$ cat src/logic/atsi_pkg.sv
// Constants and carrier types for the asynchronous timer 0 block.
package atsi_pkg;

   // ********************************************************************
   // Register byte offsets
   // ********************************************************************
   localparam logic [11:0] ATSI_OFF_COUNT = 12'h000;
   localparam logic [11:0] ATSI_OFF_COMPARE = 12'h004;
   localparam logic [11:0] ATSI_OFF_CONTROL = 12'h008;
   localparam logic [11:0] ATSI_OFF_ASYNC_STATUS = 12'h00C;
   localparam logic [11:0] ATSI_OFF_IRQ_MASK = 12'h010;
   localparam logic [11:0] ATSI_OFF_IRQ_FLAG = 12'h014;

   // ********************************************************************
   // Field positions
   // ********************************************************************
   localparam int ATSI_ASYNC_SEL_BIT = 3;
   localparam int ATSI_CMP_IE_BIT = 1;
   localparam int ATSI_OVF_IE_BIT = 0;
   localparam int ATSI_CMP_FLAG_BIT = 1;
   localparam int ATSI_OVF_FLAG_BIT = 0;

   // ********************************************************************
   // Reset values and fixed values
   // ********************************************************************
   localparam logic [7:0] ATSI_RST_BYTE = 8'h00;
   localparam logic [7:0] ATSI_COUNT_MAX = 8'hFF;
   localparam logic [7:0] ATSI_CTRL_RUN_MASK = 8'h07;
   localparam logic [31:0] ATSI_RD_ZERO = 32'h0000_0000;

   // Busy bits in the same order as the async status register, bit 2 down to 0.
   typedef struct packed {
      logic cnt;
      logic cmp;
      logic ctrl;
   } atsi_busy_t;

   // Flags in the same order as the interrupt flag register, bit 1 down to 0.
   typedef struct packed {
      logic cmp;
      logic ovf;
   } atsi_flags_t;

endpackage : atsi_pkg

$ cat src/logic/atsi_top.sv
// Timer 0 counter, compare and asynchronous update logic with an APB register slave.
//
// The APB slave port and the register addresses were decided locally.
`timescale 1ns/1ps
`default_nettype none

// Overview of operation
// - A count write suppresses the compare match on the next timer tick.
// - An 8-bit compare value is checked against the count on every tick.
// - Async select low runs from pclk; high runs from the oscillator pin.
// - Async count write sets count busy; cleared after transfer into counter.
// - Async compare write sets compare busy; cleared after transfer.
// - Async control write sets control busy; cleared after transfer.
// - Count reads the timer value; compare and control read their temporaries.
// - Async writes go to a temporary, latched after two oscillator rising edges.
// - Each async register has its own temporary and transfer tracking.
// - Compare match is disabled while compare or count transfer is pending.
// - In power-save with async select high, wake-up starts on the timer tick after the event.
// - Count is read through a holding register refreshed every pclk in sync mode and one cycle after each oscillator rise in async mode.
// - Async flag sync takes one timer cycle plus three pclk cycles.
// - Compare output pin changes on the timer tick, not resynchronised.
// - Compare irq needs compare enable, global enable and compare flag.
// - Compare flag sets on match; cleared by vector ack or writing one.
// - Overflow flag sets on overflow; cleared by vector ack or writing one.
// - Overflow irq needs overflow enable, global enable and overflow flag.
module atsi_top
   import atsi_pkg::*;
#(
   parameter int ADDR_W = 12
)
(
   input wire logic pclk,
   input wire logic presetn,
   input wire logic psel,
   input wire logic penable,
   input wire logic pwrite,
   input wire logic [ADDR_W-1:0] paddr,
   input wire logic [31:0] pwdata,
   output logic [31:0] prdata,
   output logic pready,
   output logic pslverr,
   input wire logic osc_input_pin,
   input wire logic cpu_irq_enable,
   input wire logic power_save_sleep,
   input wire logic compare_vector_ack,
   input wire logic overflow_vector_ack,
   output logic compare_irq,
   output logic overflow_irq,
   output logic compare_output_pin,
   output logic wake_req
);

   // ********************************************************************
   // APB slave
   // ********************************************************************
   logic access;
   logic wr;
   logic [ADDR_W-1:0] off;
   logic hit;
   logic [31:0] rd_nxt;
   logic [7:0] wbyte;
   logic [7:0] count_r;
   logic [7:0] count_hold_r;
   logic [7:0] compare_r;
   logic [7:0] compare_tmp_r;
   logic [7:0] count_tmp_r;
   logic [7:0] ctrl_r;
   logic [7:0] ctrl_tmp_r;
   logic [7:0] irq_mask_r;
   logic async_sel_r;
   atsi_busy_t busy_r;
   atsi_flags_t flag_r;

   assign access = psel & penable & pready;
   assign wr = access & pwrite;
   assign off = paddr;
   assign wbyte = pwdata[7:0];

   always_comb
   begin
      hit = 1'b1;
      rd_nxt = ATSI_RD_ZERO;
      case (off)
         ATSI_OFF_COUNT: rd_nxt[7:0] = count_hold_r;
         ATSI_OFF_COMPARE: rd_nxt[7:0] = compare_tmp_r;
         ATSI_OFF_CONTROL: rd_nxt[7:0] = ctrl_tmp_r;
         ATSI_OFF_ASYNC_STATUS: rd_nxt[7:0] = {4'h0, async_sel_r, busy_r};
         ATSI_OFF_IRQ_MASK: rd_nxt[7:0] = irq_mask_r;
         ATSI_OFF_IRQ_FLAG: rd_nxt[7:0] = {6'h00, flag_r};
         default: hit = 1'b0;
      endcase
   end

   // Zero-wait slave: the answer is prepared in the setup cycle.
   always_ff @(posedge pclk or negedge presetn)
   begin
      if (!presetn)
      begin
         pready <= 1'b0;
         prdata <= ATSI_RD_ZERO;
         pslverr <= 1'b0;
      end
      else
      begin
         pready <= psel & ~penable;
         if (psel & ~penable)
         begin
            prdata <= pwrite ? ATSI_RD_ZERO : rd_nxt;
            pslverr <= ~hit;
         end
      end
   end

   logic wr_cnt;
   logic wr_cmp;
   logic wr_ctrl;
   logic wr_flag;
   assign wr_cnt = wr & (off == ATSI_OFF_COUNT);
   assign wr_cmp = wr & (off == ATSI_OFF_COMPARE);
   assign wr_ctrl = wr & (off == ATSI_OFF_CONTROL);
   assign wr_flag = wr & (off == ATSI_OFF_IRQ_FLAG);

   always_ff @(posedge pclk or negedge presetn)
   begin
      if (!presetn)
      begin
         async_sel_r <= 1'b0;
         irq_mask_r <= ATSI_RST_BYTE;
      end
      else
      begin
         if (wr & (off == ATSI_OFF_ASYNC_STATUS))
            async_sel_r <= wbyte[ATSI_ASYNC_SEL_BIT];
         if (wr & (off == ATSI_OFF_IRQ_MASK))
            irq_mask_r <= wbyte;
      end
   end

   // ********************************************************************
   // Oscillator pin sampling
   // ********************************************************************
   // The pin is asynchronous to pclk; the crystal must run below a quarter
   // of pclk so that no rising edge is lost.
   logic osc_s1_r;
   logic osc_s2_r;
   logic osc_s3_r;
   logic osc_lvl_r;
   logic osc_rise;

   always_ff @(posedge pclk or negedge presetn)
   begin
      if (!presetn)
      begin
         osc_s1_r <= 1'b0;
         osc_s2_r <= 1'b0;
         osc_s3_r <= 1'b0;
         osc_lvl_r <= 1'b0;
      end
      else
      begin
         osc_s1_r <= osc_input_pin;
         osc_s2_r <= osc_s1_r;
         osc_s3_r <= osc_s2_r;
         if (osc_s2_r == osc_s3_r)
            osc_lvl_r <= osc_s3_r;
      end
   end

   assign osc_rise = (osc_s2_r == osc_s3_r) & osc_s3_r & ~osc_lvl_r;

   // ********************************************************************
   // Temporary registers and transfers
   // ********************************************************************
   atsi_busy_t wr_async;
   atsi_busy_t pend_r;
   atsi_busy_t edge1_r;
   atsi_busy_t xfer;
   atsi_busy_t bsy_s1_r;
   atsi_busy_t bsy_s2_r;

   assign wr_async = {wr_cnt, wr_cmp, wr_ctrl} & {3{async_sel_r}};
   assign xfer = pend_r & edge1_r & {3{osc_rise}};

   always_ff @(posedge pclk or negedge presetn)
   begin
      if (!presetn)
      begin
         pend_r <= '0;
         edge1_r <= '0;
      end
      else
      begin
         pend_r <= (pend_r & ~xfer) | wr_async;
         edge1_r <= (edge1_r | (pend_r & {3{osc_rise}})) & ~xfer & ~wr_async;
      end
   end

   always_ff @(posedge pclk or negedge presetn)
   begin
      if (!presetn)
      begin
         bsy_s1_r <= '0;
         bsy_s2_r <= '0;
      end
      else
      begin
         bsy_s1_r <= xfer;
         bsy_s2_r <= bsy_s1_r;
      end
   end

   // Busy flags, set wins over clear.
   always_ff @(posedge pclk or negedge presetn)
   begin
      if (!presetn)
         busy_r <= '0;
      else
         busy_r <= (busy_r & ~bsy_s2_r) | wr_async;
   end

   always_ff @(posedge pclk or negedge presetn)
   begin
      if (!presetn)
      begin
         compare_tmp_r <= ATSI_RST_BYTE;
         count_tmp_r <= ATSI_RST_BYTE;
         ctrl_tmp_r <= ATSI_RST_BYTE;
         compare_r <= ATSI_RST_BYTE;
         ctrl_r <= ATSI_RST_BYTE;
      end
      else
      begin
         if (wr_cmp)
            compare_tmp_r <= wbyte;
         if (wr_cnt)
            count_tmp_r <= wbyte;
         if (wr_ctrl)
            ctrl_tmp_r <= wbyte;
         if (wr_cmp & ~async_sel_r)
            compare_r <= wbyte;
         else if (xfer.cmp)
            compare_r <= compare_tmp_r;
         if (wr_ctrl & ~async_sel_r)
            ctrl_r <= wbyte;
         else if (xfer.ctrl)
            ctrl_r <= ctrl_tmp_r;
      end
   end

   // ********************************************************************
   // Counter and compare
   // ********************************************************************
   logic run;
   logic tick;
   logic block_r;
   logic cmp_event;
   logic ovf_event;

   assign run = (ctrl_r & ATSI_CTRL_RUN_MASK) != ATSI_RST_BYTE;
   assign tick = run & (async_sel_r ? osc_rise : 1'b1);
   // Match gated by block and pending transfers.
   assign cmp_event = tick & (count_r == compare_r) & ~block_r & ~(async_sel_r & (pend_r.cnt | pend_r.cmp));
   assign ovf_event = tick & (count_r == ATSI_COUNT_MAX);

   always_ff @(posedge pclk or negedge presetn)
   begin
      if (!presetn)
         count_r <= ATSI_RST_BYTE;
      else if (wr_cnt & ~async_sel_r)
         count_r <= wbyte;
      else if (xfer.cnt)
         count_r <= count_tmp_r;
      else if (tick)
         count_r <= count_r + 8'h01;
   end

   always_ff @(posedge pclk or negedge presetn)
   begin
      if (!presetn)
         block_r <= 1'b0;
      else if ((wr_cnt & ~async_sel_r) | xfer.cnt)
         block_r <= 1'b1;
      else if (tick)
         block_r <= 1'b0;
   end

   // Refreshing one cycle after the rise picks up the count that the tick or a
   // transfer has just written, so a read made once busy clears is not stale.
   logic osc_rise_d_r;

   always_ff @(posedge pclk or negedge presetn)
   begin
      if (!presetn)
      begin
         osc_rise_d_r <= 1'b0;
         count_hold_r <= ATSI_RST_BYTE;
      end
      else
      begin
         osc_rise_d_r <= osc_rise;
         if (~async_sel_r | osc_rise_d_r)
            count_hold_r <= count_r;
      end
   end

   always_ff @(posedge pclk or negedge presetn)
   begin
      if (!presetn)
         compare_output_pin <= 1'b0;
      else if (cmp_event)
         compare_output_pin <= ~compare_output_pin;
   end

   // ********************************************************************
   // Interrupt flags and requests
   // ********************************************************************
   atsi_flags_t evt;
   atsi_flags_t fl_pend_r;
   atsi_flags_t fl_p0_r;
   atsi_flags_t fl_p1_r;
   atsi_flags_t fl_set;
   atsi_flags_t fl_clr;

   assign evt = {cmp_event, ovf_event};
   // Wait one tick, then the pclk stages.
   assign fl_set = async_sel_r ? fl_p1_r : evt;
   assign fl_clr = {compare_vector_ack | (wr_flag & wbyte[ATSI_CMP_FLAG_BIT]),
                    overflow_vector_ack | (wr_flag & wbyte[ATSI_OVF_FLAG_BIT])};

   always_ff @(posedge pclk or negedge presetn)
   begin
      if (!presetn)
      begin
         fl_pend_r <= '0;
         fl_p0_r <= '0;
         fl_p1_r <= '0;
      end
      else
      begin
         fl_pend_r <= ((fl_pend_r & ~{2{tick}}) | evt) & {2{async_sel_r}};
         fl_p0_r <= fl_pend_r & {2{tick}};
         fl_p1_r <= fl_p0_r;
      end
   end

   always_ff @(posedge pclk or negedge presetn)
   begin
      if (!presetn)
         flag_r <= '0;
      else
         flag_r <= (flag_r & ~fl_clr) | fl_set;
   end

   always_ff @(posedge pclk or negedge presetn)
   begin
      if (!presetn)
      begin
         compare_irq <= 1'b0;
         overflow_irq <= 1'b0;
      end
      else
      begin
         compare_irq <= flag_r.cmp & irq_mask_r[ATSI_CMP_IE_BIT] & cpu_irq_enable;
         overflow_irq <= flag_r.ovf & irq_mask_r[ATSI_OVF_IE_BIT] & cpu_irq_enable;
      end
   end

   // ********************************************************************
   // Wake from power-save
   // ********************************************************************
   // Wake is only asserted after a further timer tick, so the counter has
   // advanced at least once before the CPU can read it.
   logic wake_pend_r;

   always_ff @(posedge pclk or negedge presetn)
   begin
      if (!presetn)
      begin
         wake_pend_r <= 1'b0;
         wake_req <= 1'b0;
      end
      else if (!power_save_sleep)
      begin
         wake_pend_r <= 1'b0;
         wake_req <= 1'b0;
      end
      else
      begin
         if (async_sel_r & (|evt))
            wake_pend_r <= 1'b1;
         if (wake_pend_r & tick)
            wake_req <= 1'b1;
      end
   end
endmodule : atsi_top

`default_nettype wire

$ cat config.mk
export PLATFORM = sky130hd
export DESIGN_NAME = atsi_top
export DESIGN_NICKNAME = d
export VERILOG_FILES = /design/src/logic/atsi_pkg.sv /design/src/logic/atsi_top.sv
export SDC_FILE = /design/constraint.sdc
export NUM_CORES = 1
export LEC_CHECK = 0
export ABC_CLOCK_PERIOD_IN_PS = 1900
export BUFFER_PORTS_ARGS = -buffer_cell sky130_fd_sc_hd__buf_2
export CAP_MARGIN = 20
export CORE_MARGIN = 2
export CORE_UTILIZATION = 50
export DETAILED_ROUTE_END_ITERATION = 8
export HOLD_SLACK_MARGIN = 0.1
export PLACE_DENSITY = 0.83
export SYNTH_ARGS = -nofsm -noshare
export SYNTH_HDL_FRONTEND = slang
export SYNTH_SLANG_ARGS = --single-unit
$ cat constraint.sdc
create_clock -name pclk -period 1.9 [get_ports pclk]
set_input_delay 0.19 -clock pclk [delete_from_list [all_inputs] [get_ports pclk]]
set_output_delay 0.19 -clock pclk [all_outputs]
set_load 0.03 [all_outputs]
==> flow_summary_export.csv <==
group,metric,value,unit
critical_path,slowest_stage,"a211oi_1",
power_and_ir_drop,total_power,5.93,mW
critical_path,slowest_delay,0.40,ns
cts,numCtsBuffers,9,
job,cap_violations,0,
cts,htree_levels,3,
critical_path,endpoint_kind,"register",
synthesis,ys_seq_area_share,52.1,%
sta,finalClockSkew,0.0164,ns
critical_path,reg2reg_to,"fl_pend_r[0]",
synthesis,yosysWarnings,0,
placement,dp.cells,643,
detailed_routing,via_count,3634,
floorplanning,core_area,9730,µm²
floorplanning,die_h,104,µm
cts,cts_tree,"yes",
sta,finalSetupViolCount,0,
critical_path,path_cells,"ha_1 > nand2b_1 > buf_4 > a211oi_1 > nand3_1 > a21boi_0",
floorplanning,io_pins,92,
synthesis,syn-mean-instance-area,11.2,µm²
cts,cts_setup_buffers,0,
critical_path,worst-path-max-fanout,4,
placement,placed_area,5550,µm²
hold_path,min_from,"pwdata[7]",
cts,cts.sinks,104,
finish,layout_commonest_cell,"dfrtp_1",
cts,root_buffer,"clkbuf_8",
synthesis,synth_cells,445,
synthesis,synthArstFlopShare,100,%
synthesis,ys_seq_elements,104,
detailed_routing,routedWlPerCell,16.9,µm
sta,rsz0062_at_grt,"false",
finish,final_area,5820,µm²
grt,grt_first_pass_wirelength,18.2,mm
critical_path,rr_startpoint,"osc_s2_r",
synthesis,syn-cell-area,4990,µm²
critical_path,start_kind,"register",
placement,io_buffers,43,
hold_path,worstHoldPathCells,3,
sta,timing.fmax,563,MHz
finish,areaGrowthSynthToFinish,16.5,%
finish,layout.nets,582,
critical_path,crit_type,"register to register",
sta,post-route-period-util,93.6,%
detailed_routing,drtIter0Drc,282,
floorplanning,die_x,104,µm
grt,grt_start_max_net_pins,38,
sta,fin_crit,1.78,ns
floorplanning,num_rows,36,
finish,fin_cells,664,
floorplanning,dieArea,10800,µm²
grt,grt_pass1_vias,3564,
power_and_ir_drop,pwr_density_cell,1020,nW/µm²
floorplanning,start_util,51.3,%
synthesis,ys_types,55,
critical_path,arrival,2.06,ns
critical_path,critPathRequiredTime,2.19,ns
critical_path,reg2reg_slack,0.12,ns
cts,clk_latency,0.38,ns
detailed_routing,drt_pass1_iterations,5,
detailed_routing,via_per_inst,5.47,
hold_path,whs_endpoint,"ctrl_tmp_r[7]",
hold_path,min_path_type,"input port to register",
sta,maxSlewHeadroom,64.9,%
synthesis,synth_ff_type,"dfrtp_1",
cts,cts_max_path_buffers,2,
grt,grt_antenna_before_repair,0,
detailed_routing,drc,0,
detailed_routing,wl,11.2,mm
power_and_ir_drop,p_leak,2.94,nW
finish,diodes,0,
power_and_ir_drop,peakVddDrop,0.646,mV
critical_path,rr_worst_depth,6,
finish,drive_gt1_share,28.4,%
placement,place.gp.congestion,0.936,
run_status,status,"finished, final reports clean",
synthesis,synth-edff-count,0,
detailed_routing,ant_nets,0,
grt,grt-ovfl-total,0,
grt,grt_use_total,21.5,%
sta,final-hold-violation-count,0,
placement,hpwlAfterDp,8.28,mm
cts,clkTransAtPathRegs,0.10,ns
finish,final_cell_mix,"dfrtp_1 (103), buf_2 (42), nand2_1 (40)",
sta,final_max_slew_viol_count,0,
sta,tightest_slew,0.522,ns
## routing by layer
layer  wire, µm  track usage (%)  up-vias  share of wire [%]
met4        189             5.79        0                1.7
met2       5370             34.4      174                 48
met3        856             5.39       23                7.6
li1           -                -     1687                  -
met5          0                0        -                  0
met1       4830             29.4     1750                 43
## repair_timing
| action | in CTS | in global routing |
|---|---|---|
| setup endpoints to repair | 0 | 5 |
| hold endpoints to repair | 39 | 0 |
| hold buffers | 5 | 0 |
| gates resized for setup | 0 | 1 |
## critical path: cells and delay by family (launching register included)
family                     cells  cell delay [ns]
buffers and inverters          1             0.17
and+or+nand+nor                2             0.37
DFF                            1             0.37
adders and majority gates      1             0.15
AOI/OAI and AO/OA              2             0.64
## flip-flops by register name (all words and copies together), names as in the netlist, 2 cells and up
name	count
bsy_s1_r	3
compare_tmp_r	8
prdata	8
ctrl_r	3
flag_r	2
count_tmp_r	8
compare_r	8
irq_mask_r	8
ctrl_tmp_r	8
fl_p1_r	2
bsy_s2_r	3
fl_pend_r	2
fl_p0_r	2
count_hold_r	8
edge1_r	3
busy_r	3
pend_r	3
count_r	8
## per-stage QoR
| stage | util (%) | setup WS, ns | TNS (ns) | hold slack (ns) |
|---|---|---|---|---|
| detailed placement | 57.0 | -0.191 | -3.19 | 0.197 |
| CTS | 59.7 | 0.0977 | 0 | 0.100 |
| global route | 59.8 | 0.00466 | 0 | 0.101 |
| global placement | 57.0 | -0.164 | -2.40 | 0.188 |
| floorplan | - | -0.00748 | -0.0115 | -0.106 |
| finish | 59.8 | 0.122 | 0 | 0.0954 |
## cell usage after synthesis, types with 2 or more instances
| cell | count | share of area (%) |
|---|---|---|
| nor4_1 | 5 | 0.63 |
| or4_4 | 2 | 0.45 |
| mux2_4 | 5 | 1.5 |
| xor2_1 | 12 | 2.1 |
| nand2b_1 | 5 | 0.63 |
| nand4_1 | 4 | 0.50 |
| a22o_1 | 6 | 1.1 |
| a21boi_0 | 2 | 0.30 |
| o22ai_1 | 3 | 0.38 |
| nor3_1 | 5 | 0.50 |
| buf_6 | 3 | 0.68 |
| a21oi_1 | 21 | 2.1 |
| o21ai_1 | 3 | 0.30 |
| mux2_2 | 33 | 7.4 |
| dfrtp_1 | 104 | 52 |
| clkbuf_1 | 11 | 0.83 |
| a32oi_1 | 4 | 0.70 |
| o21ai_0 | 14 | 1.4 |
| buf_2 | 2 | 0.20 |
| ha_1 | 2 | 0.50 |
| and3_1 | 5 | 0.63 |
| a31oi_1 | 3 | 0.38 |
| or3_1 | 5 | 0.63 |
| inv_1 | 14 | 1.1 |
| nor2_1 | 22 | 1.7 |
| nor4_2 | 2 | 0.50 |
| mux2i_1 | 19 | 3.8 |
| nor3_4 | 2 | 0.65 |
| and2_1 | 2 | 0.25 |
| nand3_1 | 13 | 1.3 |
| a211oi_1 | 3 | 0.45 |
| buf_1 | 2 | 0.15 |
| xnor2_1 | 6 | 1.1 |
| buf_4 | 25 | 3.8 |
| o31ai_1 | 2 | 0.30 |
| nor2b_1 | 4 | 0.50 |
| nand2_1 | 40 | 3.0 |
| a22oi_1 | 6 | 0.90 |
| mux2_1 | 8 | 1.8 |
## final cells by class
type	count	area, µm²
fillers	784	3910
flip-flops and latches	104	2600
multi-input cells	307	2150
repair buffers	90	633
well taps	133	166
clock buffers	11	131
clock inverters	5	81.3
inverters	14	52.6
## cells by family after synthesis
logic type	synth area share, %
XOR/XNOR	3.16
AO/OA/AOI/OAI	9.62
adder cells (fa/ha/maj)	0.501
multiplexers	14.6
other	0.0751
flip-flops	52.1
buffers and inverters	6.67
AND/OR/NAND/NOR	13.3
## how the worst max path moves through the flow
stage	from	endpoint	depth (start not counted)
2_1_floorplan	paddr[9]	async_sel_r	5
3_3_place_gp	paddr[9]	async_sel_r	5
3_5_place_dp	paddr[9]	compare_r[2]	6
4_1_cts	ctrl_r[1]	count_r[1]	6
5_1_grt	osc_s2_r	fl_pend_r[1]	7
6_report	osc_s2_r	fl_pend_r[0]	6
## power by group
group	leakage [nW]	internal, mW	switching [mW]
Sequential	1.38	2.62	0.413
Combinational	1.46	0.658	0.753
Clock	0.104	0.744	0.745
No activity file was read; power rests on OpenSTA's default activity.
